<file path="config.mk">
export PLATFORM = sky130hd
export DESIGN_NAME = freq_vin_start_cfg
export DESIGN_NICKNAME = d
export VERILOG_FILES = /design/src/pkg/freq_vin_pkg.sv /design/src/verilog/freq_vin_start_cfg.sv /design/src/verilog/level_sync.sv /design/src/verilog/freq_band_map.sv
export SDC_FILE = /design/constraint.sdc
export NUM_CORES = 1
export LEC_CHECK = 0
export BUFFER_PORTS_ARGS = -buffer_cell sky130_fd_sc_hd__buf_2
export CORE_ASPECT_RATIO = 0.9
export CORE_MARGIN = 2
export CORE_UTILIZATION = 66
export DETAILED_ROUTE_END_ITERATION = 8
export HOLD_SLACK_MARGIN = 0.02
export PLACE_DENSITY = 0.86
export SLEW_MARGIN = 20
export SYNTH_ARGS = -nofsm -noshare
export SYNTH_HDL_FRONTEND = slang
export SYNTH_SLANG_ARGS = --single-unit
</file>
<file path="constraint.sdc">
create_clock -name clk -period 9.4 [get_ports clk]
set_input_delay 0.47 -clock clk [delete_from_list [all_inputs] [get_ports clk]]
set_output_delay 0.47 -clock clk [all_outputs]
set_load 0.05 [all_outputs]
</file>
<file path="src/pkg/freq_vin_pkg.sv">
// constants for the switching-frequency and input start-threshold command block
package freq_vin_pkg;

    // ---------------------------------------------------------------
    // command codes
    // ---------------------------------------------------------------
    localparam logic [7:0] CMD_FREQ_SWITCH = 8'h33;
    localparam logic [7:0] CMD_START_THRESH = 8'h35;
    localparam logic [7:0] CMD_RESTORE_ALL = 8'h16;

    // ---------------------------------------------------------------
    // linear eleven-bit word layout
    // ---------------------------------------------------------------
    localparam int EXP_MSB = 15;
    localparam int EXP_LSB = 11;
    localparam int MAN_MSB = 10;
    localparam int MAN_W = 11;
    localparam int EXP_W = 5;

    // ---------------------------------------------------------------
    // start threshold: quarter-volt steps, 2.50 V to 15.75 V
    // ---------------------------------------------------------------
    localparam logic [4:0] START_EXP_RESET = 5'h1e; // exponent -2
    localparam int STEP_LOG2 = 2; // four steps per volt
    localparam int THRESH_MIN_STEPS = 32'h0a; // 2.50 V
    localparam int THRESH_MAX_STEPS = 32'h3f; // 15.75 V
    localparam int STEP_W = 6;
    localparam logic [10:0] START_MAN_RESET = 11'h00a;

    // ---------------------------------------------------------------
    // switching frequency bands in kHz: request below limit runs at effective
    // ---------------------------------------------------------------
    localparam int FREQ_BANDS = 12;
    localparam int FREQ_W = 11;
    localparam logic [11:0] FREQ_BAND_LIMIT [FREQ_BANDS] = '{
        12'h0fa, 12'h12c, 12'h15e, 12'h19a, 12'h1f4, 12'h258,
        12'h2bc, 12'h334, 12'h3e8, 12'h4b0, 12'h578, 12'h672};
    localparam logic [10:0] FREQ_BAND_EFF [FREQ_BANDS] = '{
        11'h0e1, 11'h113, 11'h145, 11'h177, 11'h1c2, 11'h226,
        11'h28a, 11'h2ee, 11'h384, 11'h44c, 11'h514, 11'h5dc};
    localparam logic [10:0] FREQ_MAN_MAX = 11'h3ff; // largest positive mantissa
    localparam logic [4:0] FREQ_EXP_ZERO = 5'h00;
    localparam logic [4:0] FREQ_EXP_ONE = 5'h01;

    // ---------------------------------------------------------------
    // power-on load sequencer
    // ---------------------------------------------------------------
    typedef enum logic [0:0] {
        SEQ_LOAD = 1'b0,
        SEQ_RUN = 1'b1
    } seq_state_t;

endpackage : freq_vin_pkg

</file>
<file path="src/verilog/freq_vin_start_cfg.sv">
// switching-frequency and input start-threshold command registers with fault masking
`timescale 1ns/100ps
// Overview of operation
// frequency word at code 33h, written and read as linear eleven-bit kHz
// frequency applies at once when stopped; while converting waits for reload or supply lockout
// after reset frequency exponent and mantissa are generated from the stored frequency
// requests below 600 kHz map to 225, 275, 325, 375, 450 or 550
// requests above map to 650, 750, 900, 1100, 1300 or 1500 kHz
// host should keep frequency at or below 1100 kHz when stacked
// start threshold word at code 35h in volts, applied immediately even while converting
// threshold exponent resets to -2, mantissa loads from stored value
// out-of-range threshold write is refused, flagged and signalled to host
// any in-range threshold word is stored and read back unchanged
// applied or restored threshold rounds down to next supported quarter-volt step
// threshold hardware covers 2.50 V to 15.75 V in 0.25 V steps
// undervoltage fault masked until input first exceeds start threshold after power-on
// only power-on reset re-arms the mask; enable and restore do not
// linear words decode as signed mantissa times two to the signed exponent
module freq_vin_start_cfg (
    // clock and reset
    input wire logic clk,
    input wire logic rst,
    // command port
    input wire logic cmd_write,
    input wire logic cmd_read,
    input wire logic cmd_send,
    input wire logic [7:0] cmd_code,
    input wire logic [15:0] cmd_wdata,
    output logic rsp_valid_q,
    output logic rsp_nack_q,
    output logic [15:0] rsp_rdata_q,
    // status
    input wire logic status_clear,
    output logic invalid_data_q,
    output logic host_alert_q,
    // stored settings
    input wire logic [10:0] nvm_freq_khz,
    input wire logic [10:0] nvm_start_man,
    // converter side
    input wire logic conversion_en,
    input wire logic analog_supply_uvlo,
    input wire logic input_above_start,
    input wire logic input_undervoltage_raw,
    output logic [10:0] applied_freq_khz_q,
    output logic [5:0] start_thresh_step_q,
    output logic input_undervoltage_fault_q
);

    // ---------------------------------------------------------------
    // helpers
    // ---------------------------------------------------------------

    // signed mantissa times two to the signed exponent plus extra scale, floored
    function automatic logic signed [31:0] lin_decode(input logic [15:0] word, input int scale_log2);
        logic signed [31:0] man;
        int sh;
        man = 32'(signed'(word[freq_vin_pkg::MAN_MSB:0]));
        sh = int'(signed'(word[freq_vin_pkg::EXP_MSB:freq_vin_pkg::EXP_LSB])) + scale_log2;
        if (sh >= 0) begin
            lin_decode = man <<< sh;
        end else begin
            lin_decode = man >>> (-sh);
        end
    endfunction : lin_decode

    // build a frequency word that keeps the mantissa positive in eleven bits
    function automatic logic [15:0] freq_word(input logic [10:0] khz);
        if (khz > freq_vin_pkg::FREQ_MAN_MAX) begin
            freq_word = {freq_vin_pkg::FREQ_EXP_ONE, 1'b0, khz[10:1]};
        end else begin
            freq_word = {freq_vin_pkg::FREQ_EXP_ZERO, khz};
        end
    endfunction : freq_word

    // ---------------------------------------------------------------
    // synchronised pins
    // ---------------------------------------------------------------
    logic uvlo_s;
    logic above_s;
    logic uv_raw_s;

    // analog comparators and the supply lockout arrive without a clock
    level_sync #(
        .WIDTH(3)
    ) u_pin_sync (
        .clk(clk),
        .rst(rst),
        .async_in({analog_supply_uvlo, input_above_start, input_undervoltage_raw}),
        .sync_out({uvlo_s, above_s, uv_raw_s})
    );

    // ---------------------------------------------------------------
    // state
    // ---------------------------------------------------------------
    freq_vin_pkg::seq_state_t seq_q;
    freq_vin_pkg::seq_state_t seq_d;
    logic [15:0] freq_q;
    logic [15:0] freq_d;
    logic [15:0] thresh_q;
    logic [15:0] thresh_d;
    logic [10:0] applied_freq_khz_d;
    logic [5:0] start_thresh_step_d;
    logic rsp_valid_d;
    logic rsp_nack_d;
    logic [15:0] rsp_rdata_d;
    logic invalid_data_d;
    logic host_alert_d;
    logic mask_armed_q;
    logic mask_armed_d;
    logic input_undervoltage_fault_d;

    // ---------------------------------------------------------------
    // decode
    // ---------------------------------------------------------------
    logic load_now;
    logic wr_freq;
    logic wr_thresh;
    logic wr_ok;
    logic rd_ok;
    logic send_restore;
    logic signed [31:0] wr_steps;
    logic thresh_in_range;
    logic signed [31:0] freq_req_khz;
    logic signed [31:0] thresh_steps;
    logic [10:0] freq_band_khz;

    // commands are ignored during the single load cycle after reset; a read outranks a write, a write a send
    always_comb begin
        send_restore = (seq_q == freq_vin_pkg::SEQ_RUN) && cmd_send && !cmd_read && !cmd_write
            && (cmd_code == freq_vin_pkg::CMD_RESTORE_ALL);
        load_now = (seq_q == freq_vin_pkg::SEQ_LOAD) || send_restore;
        wr_freq = (seq_q == freq_vin_pkg::SEQ_RUN) && cmd_write && !cmd_read
            && (cmd_code == freq_vin_pkg::CMD_FREQ_SWITCH);
        wr_thresh = (seq_q == freq_vin_pkg::SEQ_RUN) && cmd_write && !cmd_read
            && (cmd_code == freq_vin_pkg::CMD_START_THRESH);
        wr_ok = wr_freq || wr_thresh;
        rd_ok = (cmd_code == freq_vin_pkg::CMD_FREQ_SWITCH) || (cmd_code == freq_vin_pkg::CMD_START_THRESH);
        wr_steps = lin_decode(cmd_wdata, freq_vin_pkg::STEP_LOG2);
        thresh_in_range = (wr_steps >= freq_vin_pkg::THRESH_MIN_STEPS)
            && (wr_steps <= freq_vin_pkg::THRESH_MAX_STEPS);
    end

    // ---------------------------------------------------------------
    // load sequencer
    // ---------------------------------------------------------------

    // one load cycle after reset release, then run
    always_comb begin
        case (seq_q)
            freq_vin_pkg::SEQ_LOAD: begin
                seq_d = freq_vin_pkg::SEQ_RUN;
            end
            freq_vin_pkg::SEQ_RUN: begin
                seq_d = freq_vin_pkg::SEQ_RUN;
            end
            default: begin
                seq_d = freq_vin_pkg::SEQ_LOAD;
            end
        endcase
    end

    always_ff @(posedge clk or posedge rst) begin
        if (rst) begin
            seq_q <= freq_vin_pkg::SEQ_LOAD;
        end else begin
            seq_q <= seq_d;
        end
    end

    // ---------------------------------------------------------------
    // command registers
    // ---------------------------------------------------------------

    // stored words: load from stored settings, or take a host write
    always_comb begin
        freq_d = freq_q;
        thresh_d = thresh_q;
        if (load_now) begin
            freq_d = freq_word(nvm_freq_khz);
            thresh_d = {freq_vin_pkg::START_EXP_RESET, nvm_start_man};
        end else begin
            if (wr_freq) begin
                freq_d = cmd_wdata;
            end
            if (wr_thresh && thresh_in_range) begin
                thresh_d = cmd_wdata;
            end
        end
    end

    always_ff @(posedge clk or posedge rst) begin
        if (rst) begin
            freq_q <= '0;
            thresh_q <= {freq_vin_pkg::START_EXP_RESET, freq_vin_pkg::START_MAN_RESET};
        end else begin
            freq_q <= freq_d;
            thresh_q <= thresh_d;
        end
    end

    // ---------------------------------------------------------------
    // applied hardware settings
    // ---------------------------------------------------------------
    assign freq_req_khz = lin_decode(freq_d, 0);

    freq_band_map u_band (
        .req_khz(freq_req_khz),
        .eff_khz(freq_band_khz)
    );

    // frequency follows the word only when stopped, in lockout or on a reload; threshold always follows
    always_comb begin
        applied_freq_khz_d = applied_freq_khz_q;
        if (!conversion_en || uvlo_s || load_now) begin
            applied_freq_khz_d = freq_band_khz;
        end
        thresh_steps = lin_decode(thresh_d, freq_vin_pkg::STEP_LOG2);
        if (thresh_steps < freq_vin_pkg::THRESH_MIN_STEPS) begin
            start_thresh_step_d = freq_vin_pkg::STEP_W'(freq_vin_pkg::THRESH_MIN_STEPS);
        end else if (thresh_steps > freq_vin_pkg::THRESH_MAX_STEPS) begin
            start_thresh_step_d = freq_vin_pkg::STEP_W'(freq_vin_pkg::THRESH_MAX_STEPS);
        end else begin
            start_thresh_step_d = thresh_steps[5:0];
        end
    end

    always_ff @(posedge clk or posedge rst) begin
        if (rst) begin
            applied_freq_khz_q <= freq_vin_pkg::FREQ_BAND_EFF[0];
            start_thresh_step_q <= freq_vin_pkg::STEP_W'(freq_vin_pkg::THRESH_MIN_STEPS);
        end else begin
            applied_freq_khz_q <= applied_freq_khz_d;
            start_thresh_step_q <= start_thresh_step_d;
        end
    end

    // ---------------------------------------------------------------
    // command responses and data status
    // ---------------------------------------------------------------

    // answer each accepted request one cycle later; set of the flag wins over its clear
    always_comb begin
        rsp_valid_d = 1'b0;
        rsp_nack_d = 1'b0;
        rsp_rdata_d = rsp_rdata_q;
        invalid_data_d = invalid_data_q;
        if (status_clear) begin
            invalid_data_d = 1'b0;
        end
        if (seq_q == freq_vin_pkg::SEQ_RUN) begin
            if (cmd_read) begin
                rsp_valid_d = 1'b1;
                rsp_nack_d = !rd_ok;
                if (cmd_code == freq_vin_pkg::CMD_FREQ_SWITCH) begin
                    rsp_rdata_d = freq_q;
                end else if (cmd_code == freq_vin_pkg::CMD_START_THRESH) begin
                    rsp_rdata_d = thresh_q;
                end else begin
                    rsp_rdata_d = '0;
                end
            end else if (cmd_write) begin
                rsp_valid_d = 1'b1;
                rsp_nack_d = !wr_ok;
            end else if (cmd_send) begin
                rsp_valid_d = 1'b1;
                rsp_nack_d = !send_restore;
            end
        end
        if (wr_thresh && !thresh_in_range) begin
            invalid_data_d = 1'b1;
        end
        host_alert_d = invalid_data_d;
    end

    always_ff @(posedge clk or posedge rst) begin
        if (rst) begin
            rsp_valid_q <= 1'b0;
            rsp_nack_q <= 1'b0;
            rsp_rdata_q <= '0;
            invalid_data_q <= 1'b0;
            host_alert_q <= 1'b0;
        end else begin
            rsp_valid_q <= rsp_valid_d;
            rsp_nack_q <= rsp_nack_d;
            rsp_rdata_q <= rsp_rdata_d;
            invalid_data_q <= invalid_data_d;
            host_alert_q <= host_alert_d;
        end
    end

    // ---------------------------------------------------------------
    // undervoltage fault masking
    // ---------------------------------------------------------------

    // mask is armed only by reset and drops on the first crossing; enable and restore leave it alone
    always_comb begin
        mask_armed_d = mask_armed_q;
        if (above_s) begin
            mask_armed_d = 1'b0;
        end
        input_undervoltage_fault_d = uv_raw_s && !mask_armed_q;
    end

    always_ff @(posedge clk or posedge rst) begin
        if (rst) begin
            mask_armed_q <= 1'b1;
            input_undervoltage_fault_q <= 1'b0;
        end else begin
            mask_armed_q <= mask_armed_d;
            input_undervoltage_fault_q <= input_undervoltage_fault_d;
        end
    end

endmodule : freq_vin_start_cfg

</file>
<file path="src/verilog/level_sync.sv">
// two-flop synchroniser for asynchronous level inputs
`timescale 1ns/100ps
module level_sync #(
    parameter int WIDTH = 1
) (
    // clock and reset
    input wire logic clk,
    input wire logic rst,
    // levels
    input wire logic [WIDTH-1:0] async_in,
    output logic [WIDTH-1:0] sync_out
);

    logic [WIDTH-1:0] meta_q;
    logic [WIDTH-1:0] sync_q;

    // first stage feeds only the second stage
    always_ff @(posedge clk or posedge rst) begin
        if (rst) begin
            meta_q <= '0;
            sync_q <= '0;
        end else begin
            meta_q <= async_in;
            sync_q <= meta_q;
        end
    end

    assign sync_out = sync_q;

endmodule : level_sync

</file>
<file path="src/verilog/freq_band_map.sv">
// maps a decoded frequency request in kHz onto a supported switching frequency
`timescale 1ns/100ps
module freq_band_map (
    // request
    input wire logic signed [31:0] req_khz,
    // result
    output logic [10:0] eff_khz
);

    // walk bands from the top so the lowest matching limit wins; above all limits clamp to the top band
    always_comb begin
        eff_khz = freq_vin_pkg::FREQ_BAND_EFF[freq_vin_pkg::FREQ_BANDS-1];
        for (int i = freq_vin_pkg::FREQ_BANDS - 1; i >= 0; i--) begin
            if (req_khz < $signed({20'h0, freq_vin_pkg::FREQ_BAND_LIMIT[i]})) begin
                eff_khz = freq_vin_pkg::FREQ_BAND_EFF[i];
            end
        end
    end

endmodule : freq_band_map

</file>
# Yosys cells after proc, flatten, opt, wreduce, memory -nomap -nowiden
# Index checks and enable logic that the tools add are counted.
[totals] latchBits=0 ramBits=0 mem_bits_ro=0 out_inout_bits=38 memories=0 reg_bits=77 wordCells=107
[op_classes] shifts=6 n_mux=33 n_addsub=5 n_eq_ne=3 n_lt_le_gt_ge=19 div_mod_pow=0 n_reduce_logical=27 n_bitwise=1 multipliers=0
[op_table] cell="< comparator 32 x 10 -> 1 bit (second input constant)" count=4
[op_table] cell="< comparator 32 x 11 -> 1 bit (second input constant)" count=4
[op_table] cell="2-to-1 mux 11 bit" count=9
[op_table] cell="2-to-1 mux 16 bit" count=6
[op_table] cell="2-to-1 mux 32 bit" count=3
[op_table] cell="<<< shifter 11 x 32 -> 32 bit" count=3
[op_table] cell=">>> shifter 11 x 32 -> 32 bit" count=3
[op_table] cell="< comparator 32 x 12 -> 1 bit (second input constant)" count=2
[op_table] cell="negation 6 -> 32 bit" count=2
[op_table] cell="greater-or-equal comparator 32 x 5 -> 1 bit (second input constant)" count=1
[op_table] cell="greater-than comparator 32 x 7 -> 1 bit (second input constant)" count=1
[op_table] cell="<= comparator 32 x 7 -> 1 bit (second input constant)" count=1
[op_table] cell="< comparator 32 x 5 -> 1 bit (second input constant)" count=1
[op_table] cell="< comparator 32 x 9 -> 1 bit (second input constant)" count=1
[op_table] cell="negation 5 -> 32 bit" count=1
[op_table] cell="equality test 8 x 6 -> 1 bit (second input constant)" count=2
[op_table] cell="adder 5 x 3 -> 6 bit (second input constant)" count=2
[op_table] cell="greater-or-equal comparator 6 x 1 -> 1 bit (second input constant)" count=2
[op_table] cell="logical AND 1 bit" count=12
[op_table] cell="2-to-1 mux 12 bit" count=1
[op_table] cell="2-to-1 mux 6 bit" count=2
[op_table] cell="greater-than comparator 11 x 10 -> 1 bit (second input constant)" count=1
[op_table] cell="2-to-1 mux 1 bit" count=10
[op_table] cell="2-to-1 mux 9 bit" count=1
[op_table] cell="other kinds (8)" count=19

# Longest topological paths before layout
[logic_depth] depth_word=21 depth_mapped=36 ltp_nobuf=30

# Hierarchy
# A second synthesis with hierarchy kept.
[unflattened] cells_unflattened=1139 area_unflattened_um2=8755.9
[by_module_without_submodules] mod="freq_vin_start_cfg" instances=1 area_per_inst_um2=7986.4 cells_per_inst=1037
[by_module_without_submodules] mod="freq_band_map" instances=1 area_per_inst_um2=615.6 cells_per_inst=95
[by_module_without_submodules] mod="level_sync" instances=1 area_per_inst_um2=153.9 cells_per_inst=7

# Worst setup path before layout
# No wires, ideal clock.
[synth_path] path_type="input-to-reg" from="in cmd_wdata[12]" to="reg start_thresh_step_q[0]" arrival_time_ns=8.555 stages=35 path_slack_ns=0.704 path_buffers=7 cell_sequence="clkbuf_1 > and3_1 > xnor2_1 > nor2_1 > nand2_1 > ha_1 > or4b_4 > or3_1 > buf_2 > a21oi_1 > o21ai_1 > o311ai_2 > o311ai_4 > a211oi_4 > mux2_2 > inv_2 > buf_2 > buf_2 > ha_1 > clkbuf_1 > clkbuf_1 > nor4_2 > nand2_1 > ha_1 > nand4_1 > or4_1 > nor4_1 > clkbuf_1 > nand2_1 > a2111oi_0 > nor4_1 > a211oi_1 > o22a_1 > a311o_1 > o22ai_1"
[synth_between] elab_chain_len=16
[synth_lines] item="from (decl)" line_no="freq_vin_start_cfg.sv:28" text="input wire logic [15:0] cmd_wdata,"
[synth_lines] item="adder 5 x 3 -> 6 bit" line_no="freq_vin_start_cfg.sv:58" text="sh = int'(signed'(word[freq_vin_pkg::EXP_MSB:freq_vin_pkg::EXP_LSB])) + scale_log2;"
[synth_lines] item="negation 6 -> 32 bit" line_no="freq_vin_start_cfg.sv:62" text="lin_decode = man >>> (-sh);"
[synth_lines] item=">>> shifter 11 x 32 -> 32 bit" line_no="freq_vin_start_cfg.sv:62"
[synth_lines] item="2-to-1 mux 32 bit" line_no="freq_vin_start_cfg.sv:59" text="if (sh >= 0) begin"
[synth_lines] item="greater-or-equal comparator 32 x 5 -> 1 bit or <= comparator 32 x 7 -> 1 bit (tied branches)" line_no="freq_vin_start_cfg.sv:139, freq_vin_start_cfg.sv:140"
[synth_lines] item="logical AND 1 bit" line_no="freq_vin_start_cfg.sv:140" text="&& (wr_steps <= freq_vin_pkg::THRESH_MAX_STEPS);"
[synth_lines] item="logical AND 1 bit" line_no="freq_vin_start_cfg.sv:185" text="if (wr_thresh && thresh_in_range) begin"
[synth_lines] item="2-to-1 mux 16 bit *" line_no="freq_vin_start_cfg.sv:185"
[synth_lines] item="[1 not listed]"
[synth_lines] item="via thresh_d[12]" line_no="freq_vin_start_cfg.sv:100" text="logic [15:0] thresh_d;"
[synth_lines] item="adder 5 x 3 -> 6 bit *" line_no="freq_vin_start_cfg.sv:58"
[synth_lines] item="negation 6 -> 32 bit" line_no="freq_vin_start_cfg.sv:62"
[synth_lines] item=">>> shifter 11 x 32 -> 32 bit" line_no="freq_vin_start_cfg.sv:62"
[synth_lines] item="2-to-1 mux 32 bit *" line_no="freq_vin_start_cfg.sv:59"
[synth_lines] item="greater-than comparator 32 x 7 -> 1 bit" line_no="freq_vin_start_cfg.sv:220" text="end else if (thresh_steps > freq_vin_pkg::THRESH_MAX_STEPS) begin"
[synth_lines] item="2-to-1 mux 6 bit" line_no="freq_vin_start_cfg.sv:220"
[synth_lines] item="2-to-1 mux 6 bit *" line_no="freq_vin_start_cfg.sv:218" text="if (thresh_steps < freq_vin_pkg::THRESH_MIN_STEPS) begin"
[synth_lines] item="via start_thresh_step_d[0]" line_no="freq_vin_start_cfg.sv:102" text="logic [5:0] start_thresh_step_d;"
[synth_lines] item="to (signal assigned)" line_no="freq_vin_start_cfg.sv:230" text="start_thresh_step_q <= freq_vin_pkg::STEP_W'(freq_vin_pkg::THRESH_MIN_STEPS);"
[synth_lines] item="to (signal assigned)" line_no="freq_vin_start_cfg.sv:233" text="start_thresh_step_q <= start_thresh_step_d;"
[synth_lines] item="to (decl)" line_no="freq_vin_start_cfg.sv:45" text="output logic [5:0] start_thresh_step_q,"
# The timed path passes the listed nets; every way through them passes the cells marked *.
# A chain may end at the register's enable or synchronous reset.

# Worst setup path in the final report
[layout_path] from="in cmd_wdata[12]" to="reg start_thresh_step_q[0]"
[layout_between] elab_chain_len=16
[layout_lines] item="adder 5 x 3 -> 6 bit" line_no="freq_vin_start_cfg.sv:58"
[layout_lines] item="negation 6 -> 32 bit" line_no="freq_vin_start_cfg.sv:62"
[layout_lines] item=">>> shifter 11 x 32 -> 32 bit" line_no="freq_vin_start_cfg.sv:62"
[layout_lines] item="2-to-1 mux 32 bit" line_no="freq_vin_start_cfg.sv:59"
[layout_lines] item="greater-or-equal comparator 32 x 5 -> 1 bit or <= comparator 32 x 7 -> 1 bit (tied branches)" line_no="freq_vin_start_cfg.sv:139, freq_vin_start_cfg.sv:140"
[layout_lines] item="logical AND 1 bit" line_no="freq_vin_start_cfg.sv:140"
[layout_lines] item="logical AND 1 bit" line_no="freq_vin_start_cfg.sv:185"
[layout_lines] item="2-to-1 mux 16 bit *" line_no="freq_vin_start_cfg.sv:185"
[layout_lines] item="2-to-1 mux 16 bit *" line_no="freq_vin_start_cfg.sv:178" text="if (load_now) begin"
[layout_lines] item="adder 5 x 3 -> 6 bit" line_no="freq_vin_start_cfg.sv:58"
[layout_lines] item="negation 6 -> 32 bit" line_no="freq_vin_start_cfg.sv:62"
[layout_lines] item=">>> shifter 11 x 32 -> 32 bit" line_no="freq_vin_start_cfg.sv:62"
[layout_lines] item="2-to-1 mux 32 bit *" line_no="freq_vin_start_cfg.sv:59"
[layout_lines] item="greater-than comparator 32 x 7 -> 1 bit" line_no="freq_vin_start_cfg.sv:220"
[layout_lines] item="2-to-1 mux 6 bit" line_no="freq_vin_start_cfg.sv:220"
[layout_lines] item="2-to-1 mux 6 bit *" line_no="freq_vin_start_cfg.sv:218"
[layout_lines] item="via start_thresh_step_d[0]" line_no="freq_vin_start_cfg.sv:102"
# Marked as above.

==> results.txt <==
The overflow left after global routing is 0. The die span in x is approximately 120 um. The internal power of the cells totals 0.000714 W. In the post-synthesis netlist, the biggest area contributors are sky130_fd_sc_hd__dfrtp_1 (18%), sky130_fd_sc_hd__mux2i_1 (9.7%), sky130_fd_sc_hd__nand2_1 (5.7%). The routability congestion estimate came out at 1.07. The full die area is 14100 um^2.

The most numerous cell type found on the critical path is sky130_fd_sc_hd__ha_1. The netlist area before placement is just under 9000 um^2. In the layout the commonest cells are sky130_fd_sc_hd__nand2_1 (132), sky130_fd_sc_hd__buf_2 (93), sky130_fd_sc_hd__mux2i_1 (84). The number of detailed-routing iterations run before antenna repair is 8. The number of levels in the clock H-tree came out at 3. The tightest min-delay check is of the primary input to flop type. The floorplan die height is approximately 110 um. The highest clock frequency the design can meet came out at 113 MHz. The biggest area contributor in the post-synthesis netlist is sky130_fd_sc_hd__dfrtp_1. Clock latency on the worst-skew pair, taken at its later pin, is 350 ps. The routed layout has 9639 vias. Of the available clock period, the critical path in the final layout requires 0.938.

After detailed routing, the wire length on met1 is 12200 um. The max-slew violation count came out at 0. The area fraction of the dominant cell type after synthesis is 0.184. The share of post-route cells with drive strength above 1 came out at 0.195.

The clock power share is 0.318. The power spent charging and discharging nets is 0.000471 W. The violation count after the first detailed-route iteration came out at ~1500. From synthesis to final layout, the design area changed by 10.1%.

The smallest setup slack after layout is 582 ps. The core region area is 12800 um^2. The I/O pin count is 94. The net count of the finished layout came out at 1234.

The number of max-cap violations is 0. After synthesis, the mean cell area works out to 7.94 um^2. The tree is rooted in a sky130_fd_sc_hd__clkbuf_16. The synthesis warning total came out at 0. Detailed placement finished with a half-perimeter wire length of between 20000 and 25000 um. The sequential cell area is 1940 um^2. The shortest clock period the worst path allows after layout is 8820 ps.

The async set or reset register ratio after synthesis came out at 1.00. Leaving out fill and tap cells, the most frequent cell in the layout is sky130_fd_sc_hd__nand2_1. The sequential group share of total power came out at 0.318.

Clock skew on the completed layout was measured at 8.44 ps. The final count of hold timing violations came to 0. The number of fill cells in the layout came out at approximately 1000.

The final total negative setup slack came out at 0 ps. The via count of the first global-routing pass came out at between 8000 and 9000. After layout, the design draws a total of 0.00118 W. The overall routing resource usage came out at 0.403. The synthesized net count is around 1200. The data required time at the worst endpoint is 9610 ps.

The starting density of the core came out at 0.680. The floorplan has 39 rows. TritonCTS built the clock tree. The length of routed met3 wiring is 3840 um. In the synthesized netlist, the number of instances is 1095. The worst-path cell with the longest stage delay is sky130_fd_sc_hd__or4b_4. The total power divided by cell area is around 120 nW/um^2. The number of distinct standard cells referenced by the synthesized netlist is 106.

The met2 layer wire length in the routed design is roughly 12000 um. The largest fanout of any net on the critical path came out at 30. The multi-input logic area came out at 6310 um^2. Entering global routing, the biggest net connects 78 pins. The switching part of the total power is 0.398. For this run, design rule violations remaining after detail routing come to 0.

In this run the remaining antenna-violating nets after routing total 0. The fraction of power consumed by combinational cells is 0.364. For this design the static power due to leakage is 4.10 nW. After detailed routing, the average wire length per cell comes to between 20 and 25 um. STA puts the critical path data arrival time at 9030 ps.

The port buffer count came out at between 90 and 100. The highest cell delay on the worst timing path is 580 ps. The run finished with clean final reports. The number of flops mapped to enable cells by yosys is 0. The number of antenna violations at the first check in global routing came out at 0. The clock transition time at the flip-flop clock pins of the worst setup and hold paths is 70 ps. Setup repair after global routing left no endpoint under its margin. The maximum clock insertion buffer count is 2. The detail-routed via count per cell is 7.29. Clock tree synthesis inserted a total of 9 buffers. The worst setup path is launched from a primary input. Signal routing reaches up to met4.

The register area share after synthesis is 0.224. The number of flip-flops and latches in the synthesized netlist is 77. The count of inserted antenna diode cells is 0.

Setup violations remaining at the end of the flow were counted as 0. Across the VDD grid, the largest voltage drop is ~150 uV. Prior to clock tree synthesis, the placed netlist has a worst setup slack of 215 ps. The first global-routing pass estimated 46100 um of wire. The clock sink count came out at between 70 and 80. The worst setup path is of the primary input to flop kind. For the pin with the worst max-slew slack, the measured transition is 993 ps. The most common flop cell mapped by yosys is sky130_fd_sc_hd__dfrtp_1. The worst setup path is captured at a flop. The worst relative slew slack came out at 0.337.

For this block, the routed nets add up to ~29000 um of wire.
[kinds of logic (layout without fill, tap and decap cells)]
kind of cell	Yosys count	count (layout)	synth area share
AND/OR/NAND/NOR	394	394	0.229
AO/OA/AOI/OAI	367	367	0.310
buffers and inverters	111	174	0.0541
multiplexers	105	105	0.130
flip-flops	77	77	0.224
adder cells (fa/ha/maj)	26	26	0.0371
XOR/XNOR	14	14	0.0158
other	1	1	0.000431
[power by group through the flow]
stage	Sequential [W]	Combinational [W]	Clock (W)
2_1_floorplan	0.000429	0.000259	0
5_1_grt	0.000379	0.000462	0.000393
6_report	0.000377	0.000432	0.000377
4_1_cts	0.000376	0.000419	0.000379
3_5_place_dp	0.000382	0.000415	0
3_3_place_gp	0.000381	0.000412	0
[flip-flops by register name, summed over array words and instances, names as in the netlist]
register,flops
freq_q,16
seq_q,1
applied_freq_khz_q,11
rsp_valid_q,1
rsp_rdata_q,16
host_alert_q,1
input_undervoltage_fault_q,1
mask_armed_q,1
thresh_q,16
rsp_nack_q,1
u_pin_sync.sync_out,3
start_thresh_step_q,6
u_pin_sync.meta_q,3
[metal layers]
layer	track usage	vias up
met5	0	-
met2	0.575	758
li1	-	4310
met1	0.601	4458
met4	0.128	0
met3	0.0965	113
[synthesized netlist by cell type (all sizes together), types with 24 or more instances]
cell,count
nand2,133
o21ai,75
nand3,30
nor2,78
clkbuf,44
a21oi,62
inv,38
ha,25
buf,25
dfrtp,64
nor3,34
mux2i,88
a31oi,24
[metrics by stage]
step | area [um^2] | std cells | util | hold slack [ps]
2_1_floorplan | 8690 | 1095 | - | 331
3_3_place_gp | 9250 | 1306 | 0.724 | 333
3_5_place_dp | 9250 | 1306 | 0.724 | 337
4_1_cts | 9560 | 1322 | 0.748 | 216
5_1_grt | 9570 | 1322 | 0.748 | 211
6_report | 9570 | 1322 | 0.748 | 223
[path summary, 6_finish.rpt]
check / depth (start not counted) / end / from / slack, ps
min in group asynchronous: 3 / u_pin_sync.meta_q[2]$_DFF_PP0_ / rst / 420
max in group asynchronous: 3 / u_pin_sync.sync_out[0]$_DFF_PP0_ / rst / 8350
setup reg to reg: 21 / applied_freq_khz_q[1]$_DFFE_PP0P_ / seq_q$_DFF_PP0_ / 2930
hold / removal: 1 / u_pin_sync.meta_q[2]$_DFF_PP0_ / analog_supply_uvlo / 220
setup / recovery: 30 / start_thresh_step_q[0]$_DFF_PP0_ / cmd_wdata[12] / 580
hold reg to reg: 0 / u_pin_sync.sync_out[2]$_DFF_PP0_ / u_pin_sync.meta_q[2]$_DFF_PP0_ / 350
[critical path, delay by kind of cell]
kind | cells | cell delay (ps)
simple gates | 13 | 4210
compound gates | 8 | 1960
fa+ha+maj | 4 | 1130
buf+inv | 2 | 490
mux | 1 | 440
xor+xnor | 2 | 310
[area by class of cell]
type                       count  share of cell area
clock buffer                   9              0.0235
clock inverter                 7             0.00915
multi-input combinational    907               0.659
inverter                      42              0.0166
tap                          164              0.0214
sequential                    77               0.203
timing repair buffer         116              0.0667
[timing repair]
item	in CTS	in global routing
endpoints found under the setup margin	0	3
hold buffers	0	0
setup buffers	0	0
resized for setup	0	2
(Power assumes the default switching activity.)
